===== src/atw_pkg.sv =====
// constants and types for the three-wire converter readout
package atw_pkg;
  localparam int DATA_BITS = 12;
  localparam int IRQ_BITS = 4;
  localparam logic [3:0] STEP_REF = 4'h2;
  localparam logic [3:0] STEP_LAST = 4'hE;
  localparam logic [2:0] NAP_EDGES = 3'h2;
  localparam logic [2:0] SLEEP_EDGES = 3'h4;
  localparam int CLK_FREQ_HZ = 25000000;
  localparam int REF_SLEW_US = 2000;
  localparam int REF_FLAG_US = 10000;
  localparam int REF_WAIT_CYCLES =
    (REF_SLEW_US + REF_FLAG_US) * (CLK_FREQ_HZ / 1000000);
  localparam logic [7:0] OFS_CTRL = 8'h00;
  localparam logic [7:0] OFS_CODE = 8'h04;
  localparam logic [7:0] OFS_STATUS = 8'h08;
  localparam logic [7:0] OFS_RESULT = 8'h0C;
  localparam logic [7:0] OFS_IRQ_STAT = 8'h10;
  localparam logic [7:0] OFS_IRQ_MASK = 8'h14;
  localparam int CTRL_USE_CODE = 0;
  localparam int STAT_BUSY = 0;
  localparam int STAT_NAP = 1;
  localparam int STAT_SLEEP = 2;
  localparam int STAT_REF = 3;
  localparam int STAT_LIVE = 4;
  localparam int IRQ_DONE = 0;
  localparam int IRQ_NAP = 1;
  localparam int IRQ_SLEEP = 2;
  localparam int IRQ_WAKE = 3;
  localparam logic REF_SETTLED_RESET = 1'b1;
  typedef enum logic [1:0]
  {
    PWR_ACTIVE = 2'b00,
    PWR_NAP = 2'b01,
    PWR_SLEEP = 2'b10
  } atw_power_type;
endpackage : atw_pkg


===== src/atw_link_if.sv =====
// signals between the readout control and the conversion core
`timescale 1ns/10ps
interface atw_link_if;
  import atw_pkg::*;
  logic start;
  logic step;
  logic abort;
  logic bipolar;
  logic refBit;
  logic [DATA_BITS-1:0] sample;
  logic busy;
  logic bitOut;
  logic done;
  logic [DATA_BITS-1:0] result;
  modport ctrl
  (
    output start, step, abort, bipolar, refBit, sample,
    input busy, bitOut, done, result
  );
  modport core
  (
    input start, step, abort, bipolar, refBit, sample,
    output busy, bitOut, done, result
  );
endinterface : atw_link_if


===== src/atw_serial_readout.sv =====
// serial readout port of a 12-bit sampling converter, apb slave
// Functional notes
// - strobe rise starts conversion when idle
// - further strobe rises ignored for 14 clocks
// - strobe duty cycle free, only rise counts
// - each shift clock rise advances one step
// - status bit out on second clock rise
// - then 12 result bits, msb first
// - bit stable at next clock rise
// - output floats until first conversion
// - two strobes without clock: nap, clock wakes
// - four strobes without clock: sleep, clock wakes
// - status bit low 12 ms after sleep
// - mode pin selects two's complement or binary
//
// The APB register port and the address map are this design's own decisions.
`timescale 1ns/10ps
module atw_serial_readout import atw_pkg::*;
#(
  parameter int REF_WAIT = REF_WAIT_CYCLES
)
(
  input wire logic clk,
  input wire logic rst_n,
  input wire logic psel,
  input wire logic penable,
  input wire logic pwrite,
  input wire logic [7:0] paddr,
  input wire logic [31:0] pwdata,
  output logic [31:0] prdata,
  output logic pready,
  output logic pslverr,
  input wire logic sampleStartStrobe,
  input wire logic shiftClock,
  input wire logic bipolarMode,
  input wire logic [DATA_BITS-1:0] analogCode,
  output logic resultOut,
  output logic resultOeN,
  output logic irq
);
  localparam int TW = $clog2(REF_WAIT + 1);

  typedef struct packed
  {
    atw_power_type power;
    logic [2:0] pdCount;
    logic started;
    logic refSettled;
    logic [TW-1:0] refTimer;
    logic useCode;
    logic [DATA_BITS-1:0] codeReg;
    logic [DATA_BITS-1:0] lastResult;
    logic [IRQ_BITS-1:0] irqStat;
    logic [IRQ_BITS-1:0] irqMask;
    logic [31:0] prdata;
    logic pready;
    logic pslverr;
    logic dout;
    logic doutOeN;
    logic irq;
  } atw_top_type;

  atw_top_type st_q;
  atw_top_type st_d;

  logic sckRise;
  logic strobeRise;
  logic modeLevel;
  logic startReq;
  logic abortReq;
  logic [2:0] cnt;
  logic [IRQ_BITS-1:0] events;
  logic [IRQ_BITS-1:0] clrMask;
  logic [31:0] rd;
  logic addrOk;
  logic setup;
  logic access;

  atw_link_if link();

  atw_edge_sync u_sck_sync
  (
    .clk(clk),
    .rst_n(rst_n),
    .pin(shiftClock),
    .level(),
    .rise(sckRise)
  );

  atw_edge_sync u_strobe_sync
  (
    .clk(clk),
    .rst_n(rst_n),
    .pin(sampleStartStrobe),
    .level(),
    .rise(strobeRise)
  );

  atw_edge_sync u_mode_sync
  (
    .clk(clk),
    .rst_n(rst_n),
    .pin(bipolarMode),
    .level(modeLevel),
    .rise()
  );

  atw_sar_core u_core
  (
    .clk(clk),
    .rst_n(rst_n),
    .lk(link.core)
  );

  always_comb
  begin
    st_d = st_q;
    startReq = 1'b0;
    abortReq = 1'b0;
    events = '0;
    clrMask = '0;
    rd = '0;
    addrOk = 1'b1;
    setup = psel && !penable;
    access = psel && penable && st_q.pready;

    // strobe rises since the last clock rise
    cnt = sckRise ? 3'h0 : st_q.pdCount;
    if (strobeRise && cnt != SLEEP_EDGES)
      cnt = cnt + 3'h1;
    st_d.pdCount = cnt;

    unique case (st_q.power)
      PWR_ACTIVE:
      begin
        if (cnt == NAP_EDGES)
        begin
          st_d.power = PWR_NAP;
          abortReq = 1'b1;
          events[IRQ_NAP] = 1'b1;
        end
        else if (strobeRise && !link.busy)
          startReq = 1'b1;
      end
      PWR_NAP:
      begin
        if (sckRise)
        begin
          st_d.power = PWR_ACTIVE;
          events[IRQ_WAKE] = 1'b1;
        end
        else if (cnt == SLEEP_EDGES)
        begin
          st_d.power = PWR_SLEEP;
          events[IRQ_SLEEP] = 1'b1;
        end
      end
      PWR_SLEEP:
      begin
        if (sckRise)
        begin
          st_d.power = PWR_ACTIVE;
          events[IRQ_WAKE] = 1'b1;
        end
      end
      default:
        st_d.power = PWR_ACTIVE;
    endcase

    // reference settling after sleep
    if (st_q.power == PWR_SLEEP)
    begin
      st_d.refSettled = 1'b0;
      st_d.refTimer = '0;
    end
    else if (!st_q.refSettled)
    begin
      st_d.refTimer = st_q.refTimer + TW'(1);
      if (st_q.refTimer == TW'(REF_WAIT - 1))
        st_d.refSettled = 1'b1;
    end

    if (startReq)
      st_d.started = 1'b1;
    st_d.doutOeN = !st_d.started;
    st_d.dout = link.bitOut;
    if (link.done)
    begin
      st_d.lastResult = link.result;
      events[IRQ_DONE] = 1'b1;
    end

    // apb read decode at setup, data held through access
    unique case (paddr)
      OFS_CTRL: rd[CTRL_USE_CODE] = st_q.useCode;
      OFS_CODE: rd[DATA_BITS-1:0] = st_q.codeReg;
      OFS_STATUS:
      begin
        rd[STAT_BUSY] = link.busy;
        rd[STAT_NAP] = st_q.power == PWR_NAP;
        rd[STAT_SLEEP] = st_q.power == PWR_SLEEP;
        rd[STAT_REF] = st_q.refSettled;
        rd[STAT_LIVE] = st_q.started;
      end
      OFS_RESULT: rd[DATA_BITS-1:0] = st_q.lastResult;
      OFS_IRQ_STAT: rd[IRQ_BITS-1:0] = st_q.irqStat;
      OFS_IRQ_MASK: rd[IRQ_BITS-1:0] = st_q.irqMask;
      default: addrOk = 1'b0;
    endcase
    st_d.pready = setup;
    if (setup)
    begin
      st_d.prdata = pwrite ? 32'h00000000 : rd;
      st_d.pslverr = !addrOk;
    end

    if (access && pwrite)
    begin
      unique case (paddr)
        OFS_CTRL: st_d.useCode = pwdata[CTRL_USE_CODE];
        OFS_CODE: st_d.codeReg = pwdata[DATA_BITS-1:0];
        OFS_IRQ_STAT: clrMask = pwdata[IRQ_BITS-1:0];
        OFS_IRQ_MASK: st_d.irqMask = pwdata[IRQ_BITS-1:0];
        default: ;
      endcase
    end

    // set wins over write-one-to-clear
    st_d.irqStat = (st_q.irqStat & ~clrMask) | events;
    st_d.irq = |(st_d.irqStat & st_d.irqMask);
  end

  always_ff @(posedge clk or negedge rst_n)
  begin
    if (!rst_n)
    begin
      st_q <= '0;
      st_q.power <= PWR_ACTIVE;
      st_q.refSettled <= REF_SETTLED_RESET;
      st_q.doutOeN <= 1'b1;
    end
    else
      st_q <= st_d;
  end

  assign link.start = startReq;
  assign link.step = sckRise;
  assign link.abort = abortReq;
  assign link.bipolar = modeLevel;
  assign link.refBit = st_q.refSettled;
  assign link.sample = st_q.useCode ? st_q.codeReg : analogCode;

  assign prdata = st_q.prdata;
  assign pready = st_q.pready;
  assign pslverr = st_q.pslverr;
  assign resultOut = st_q.dout;
  assign resultOeN = st_q.doutOeN;
  assign irq = st_q.irq;
endmodule : atw_serial_readout


===== src/atw_edge_sync.sv =====
// two-flop synchroniser with rising edge pulse
`timescale 1ns/10ps
module atw_edge_sync import atw_pkg::*;
(
  input wire logic clk,
  input wire logic rst_n,
  input wire logic pin,
  output logic level,
  output logic rise
);
  typedef struct packed
  {
    logic meta;
    logic sync;
    logic last;
    logic rise;
  } atw_sync_type;

  atw_sync_type st_q;
  atw_sync_type st_d;

  always_comb
  begin
    st_d = st_q;
    st_d.meta = pin;
    st_d.sync = st_q.meta;
    st_d.last = st_q.sync;
    st_d.rise = st_q.sync && !st_q.last;
  end

  always_ff @(posedge clk or negedge rst_n)
  begin
    if (!rst_n)
      st_q <= '0;
    else
      st_q <= st_d;
  end

  assign level = st_q.sync;
  assign rise = st_q.rise;
endmodule : atw_edge_sync


===== src/atw_sar_core.sv =====
// successive approximation steps and serial bit sequencing
`timescale 1ns/10ps
module atw_sar_core import atw_pkg::*;
(
  input wire logic clk,
  input wire logic rst_n,
  atw_link_if.core lk
);
  typedef struct packed
  {
    logic busy;
    logic [3:0] stepCnt;
    logic [DATA_BITS-1:0] code;
    logic bip;
    logic [DATA_BITS-1:0] result;
    logic bitOut;
    logic done;
  } atw_core_type;

  atw_core_type st_q;
  atw_core_type st_d;

  always_comb
  begin
    logic [3:0] idx;
    logic [DATA_BITS-1:0] trial;
    logic keep;
    idx = '0;
    trial = '0;
    keep = 1'b0;
    st_d = st_q;
    st_d.done = 1'b0;
    if (lk.abort)
      st_d.busy = 1'b0;
    else if (lk.start)
    begin
      // sample taken, first edge only acquires
      st_d.busy = 1'b1;
      st_d.stepCnt = '0;
      st_d.code = lk.sample;
      st_d.bip = lk.bipolar;
      st_d.result = '0;
      st_d.bitOut = 1'b0;
    end
    else if (lk.step && st_q.busy)
    begin
      st_d.stepCnt = st_q.stepCnt + 4'h1;
      if (st_d.stepCnt == STEP_REF)
        st_d.bitOut = lk.refBit;
      else if (st_d.stepCnt > STEP_REF)
      begin
        idx = STEP_LAST - st_d.stepCnt;
        trial = st_q.result | (12'h001 << idx);
        keep = trial <= st_q.code;
        if (keep)
          st_d.result = trial;
        // msb first, sign inverted for two's complement
        st_d.bitOut = keep ^
          (st_q.bip && st_d.stepCnt == STEP_REF + 4'h1);
      end
      if (st_d.stepCnt == STEP_LAST)
      begin
        st_d.busy = 1'b0;
        st_d.done = 1'b1;
      end
    end
  end

  always_ff @(posedge clk or negedge rst_n)
  begin
    if (!rst_n)
      st_q <= '0;
    else
      st_q <= st_d;
  end

  assign lk.busy = st_q.busy;
  assign lk.bitOut = st_q.bitOut;
  assign lk.done = st_q.done;
  assign lk.result = st_q.result;
endmodule : atw_sar_core


===== config.mk =====
export PLATFORM = sky130hd
export DESIGN_NAME = atw_serial_readout
export DESIGN_NICKNAME = d
export VERILOG_FILES = /design/src/atw_pkg.sv /design/src/atw_link_if.sv /design/src/atw_serial_readout.sv /design/src/atw_edge_sync.sv /design/src/atw_sar_core.sv
export SDC_FILE = /design/constraint.sdc
export NUM_CORES = 1
export LEC_CHECK = 0
export ABC_AREA = 1
export BUFFER_PORTS_ARGS = -buffer_cell sky130_fd_sc_hd__buf_2
export CAP_MARGIN = 20
export CORE_MARGIN = 2
export CORE_UTILIZATION = 30
export DETAILED_ROUTE_END_ITERATION = 8
export GPL_TIMING_DRIVEN = 0
export PLACE_DENSITY = 0.5
export SLEW_MARGIN = 0
export SYNTH_ARGS = -nofsm -noshare
export SYNTH_HDL_FRONTEND = slang
export SYNTH_HIERARCHICAL = 1
export SYNTH_SLANG_ARGS = --single-unit

===== constraint.sdc =====
create_clock -name clk -period 5.8 [get_ports clk]
set_input_delay 0.29 -clock clk [delete_from_list [all_inputs] [get_ports clk]]
set_output_delay 0.29 -clock clk [all_outputs]
set_load 0.05 [all_outputs]

==> results.md <==
Outcome:
- The run finished with clean final reports.

Final layout:
- The storage element area is 2955 µm².
- The most common library cell in the layout ignoring fill and taps is nand2_1.
- Leaving out fill and tap cells, the most frequent cells in the layout are nand2_1, dfrtp_1, inv_1.
- The number of nets in the final layout is 1013.
- The post-route netlist has 21.76% of its cells at a drive strength greater than 1.
- The number of antenna diodes is 0.
- From synthesis to final layout, the design area changed by 20.66%.
- Fill cells in the final layout number 2298.
- Summing all multi-input logic gate instances after layout gives 2882 µm².

Min path:
- The worst hold path begins at penable.
- The worst hold path terminates at pready.
- The class of the worst hold path is input port to flop.
- The worst hold path cell count is 2.

STA:
- The fmax is 0.3061 GHz.
- Dividing the final minimum period by the clock period gives 56.33%.
- Final hold analysis gives a worst-case slack of 0.05025 ns.
- The total count of hold-check failures in the final report is 0.
- The max-slew violation total from the final report came to 0.
- Setup repair after global routing left no endpoint under its margin.
- For the pin with the worst max-slew slack, the measured transition is 0.5140 ns.
- The relative slew slack is 65.74%.
- Setup violations remaining at the end of the flow were counted as 0.
- The worst clock skew is 0.01018 ns.
- After routing, the total negative slack on setup checks comes to 0 ns.
- After layout, the minimum clock period comes to 3.267 ns.

Global routing:
- The pin count of the biggest net entering global routing is 73.
- The met3 capacity usage during global routing is 2.929%.
- The via count of the first global-routing pass is 5295.
- The global-route wire length before repair is 26230 µm.
- The met2 usage is 22.17%.
- The peak-usage layer in the global routing report is met2.
- In the global route stage, overall resource usage came out at 13.95%.
- For this run the aggregate overflow at the end of global routing stands at 0.
- The number of antenna violations at the first check in global routing is 0.
- In the global route stage, met1 resource usage came out at 18.98%.

Worst setup path:
- The capturing element type of the critical path is a flop.
- In this run the critical register-to-register path is captured at u_core/lk.result[5].
- The endpoint required time on the critical path is 6.11 ns.
- On the critical path the largest part of the delay comes from simple AND/OR/NAND/NOR gates.
- The critical path goes through inv_1, ha_1, inv_1, nor3_1, nand2_1, nand2_4, inv_2, nand2_1, nand2_2, ha_1, nand2_1, inv_1, nand2_1, nor2_1, nand2_1, nand3_1, nand2_1, nand2_2, nand2_4, buf_12, nand3_2, nand2_1.
- Counting both buffers and inverters, the worst setup path holds a total of 5.
- The cell depth of the worst flop-to-flop path is 22.
- On the worst path, the slowest cell contributes a delay of 0.48 ns.
- The slack of the worst reg-to-reg path is 2.53 ns.
- STA classifies the critical path startpoint as a flop.
- The critical path's slowest cell is dfrtp_1.
- The arrival time of data at the critical path endpoint is 3.57 ns.
- The biggest fanout along the worst timing path is 10.
- The cell with the most instances on the worst path is nand2_1.
- In this run the critical register-to-register path is launched from u_core/st_q[27].
- The critical path is of the flop to flop type.

Die:
- The floorplan has 54 rows.
- The starting utilization of the core area is 30.48%.
- The die area is 23310 µm².
- During I/O placement, the number of pins put on the boundary was 97.
- From left edge to right edge, the die measures 152.7 µm.
- From bottom edge to top edge, the die measures 152.7 µm.
- The core region is 21760 µm².

CTS:
- Clock tree synthesis inserted a total of 17 buffers.
- The clock passes through at most 2 buffers.
- The clock latency on the worst-skew pair is 0.42 ns.
- TritonCTS built the clock tree.
- The number of hold-repair buffers added at the cts stage is 4.
- Post-CTS repair changed the size of 0 cells.
- The master cell of the clock root buffer is clkbuf_16.
- The maximum level of the CTS H-tree is 4.
- Buffers added to address setup during post-CTS repair amount to 0.
- Clock-pin slew was measured on the worst setup and hold paths at 0.06 ns.
- Counting every sink on the clock net gives 118.

Routing:
- The first TritonRoute pass finished after 4 iterations.
- For this run, design rule violations remaining after detail routing come to 0.
- The routed layout has 5308 vias.
- The mean number of vias per cell is 4.344.
- The count of nets left with antenna violations once routing finished came out at 0.
- The first routing iteration left 277 violations.
- After detailed routing, the average wire length per cell comes to 12.73 µm.
- The final layout contains routed wiring with a total length of 15550 µm.

Run:
- The number of maximum-capacitance constraint violations is 0.

Synth:
- The synthesis warning total is 6.
- The post-synthesis instance total is 830.
- The per-instance average area after synthesis is 7.990 µm².
- The summed instance area of the synthesized netlist is 6631 µm².

Power and ir drop:
- VDD sags by at most 0.0002103 V.
- The reported leakage power is 4.183 nW.
- The power per cell area is 351.7 nW/µm².

Place:
- The sum of net half-perimeters after detailed placement is 11680 µm.
- The final weighted congestion in routability-driven placement is 0.7859.
- The count of buffers from port buffering is 56.
through the flow:
stage	worst slack (ns)	instances	cell area, µm²	utilization, %	power (mW)
4_1_cts	2.541	1222	8001	36.78	2.852
5_1_grt	2.255	1222	8001	36.78	2.998
3_5_place_dp	2.552	1186	7367	33.86	1.782
6_report	2.533	1222	8001	36.78	2.814
2_1_floorplan	3.083	849	6703	-	1.588
3_3_place_gp	2.541	1185	7333	33.71	1.769
worst max path at each step:
stage | start | end | slack, ns | cells after the start
3_3_place_gp | u_core/st_q[27] | u_core/lk.result[3] | 2.54 | 22
3_5_place_dp | u_core/st_q[27] | u_core/lk.result[5] | 2.55 | 22
2_1_floorplan | u_core/st_q[27] | u_core/lk.result[0] | 3.08 | 22
4_1_cts | u_core/st_q[27] | u_core/lk.result[5] | 2.54 | 22
5_1_grt | u_core/st_q[27] | u_core/lk.result[5] | 2.26 | 22
6_report | u_core/st_q[27] | u_core/lk.result[5] | 2.53 | 22
power breakdown:
| part | switching, mW | internal [mW] |
|---|---|---|
| Combinational | 0.492 | 0.257 |
| Sequential | 0.0795 | 0.935 |
| Clock | 0.387 | 0.663 |
| Total | 0.959 | 1.86 |
layer usage:
layer | wire, µm | share of wire (%)
met5 | 0 | 0
met4 | 160 | 1.0
met3 | 571 | 3.7
met2 | 7044 | 45
met1 | 7778 | 50
sequential cells by signal, indices dropped and copies added (netlist names), 12 cells and up:
name,count
prdata,12
st_q,58
u_core/lk.result,12
u_core/st_q,17
final cells by class:
class | instances | area share [%]
Sequential cell | 118 | 36.94
Multi-Input combinational cell | 555 | 36.01
Clock buffer | 20 | 5.833
Buffer | 62 | 5.473
Inverter | 114 | 5.348
Timing Repair Buffer | 61 | 4.425
Tap cell | 280 | 4.378
Clock inverter | 12 | 1.595
worst reg2reg max path, delay by kind of cell (launching register included):
| family | cells | cell delay [ns] |
|---|---|---|
| simple gates | 15 | 1.52 |
| fa+ha+maj | 2 | 0.66 |
| buf+inv | 5 | 0.50 |
| flops | 1 | 0.48 |
Note: power is estimated with default switching activity, not from simulation.
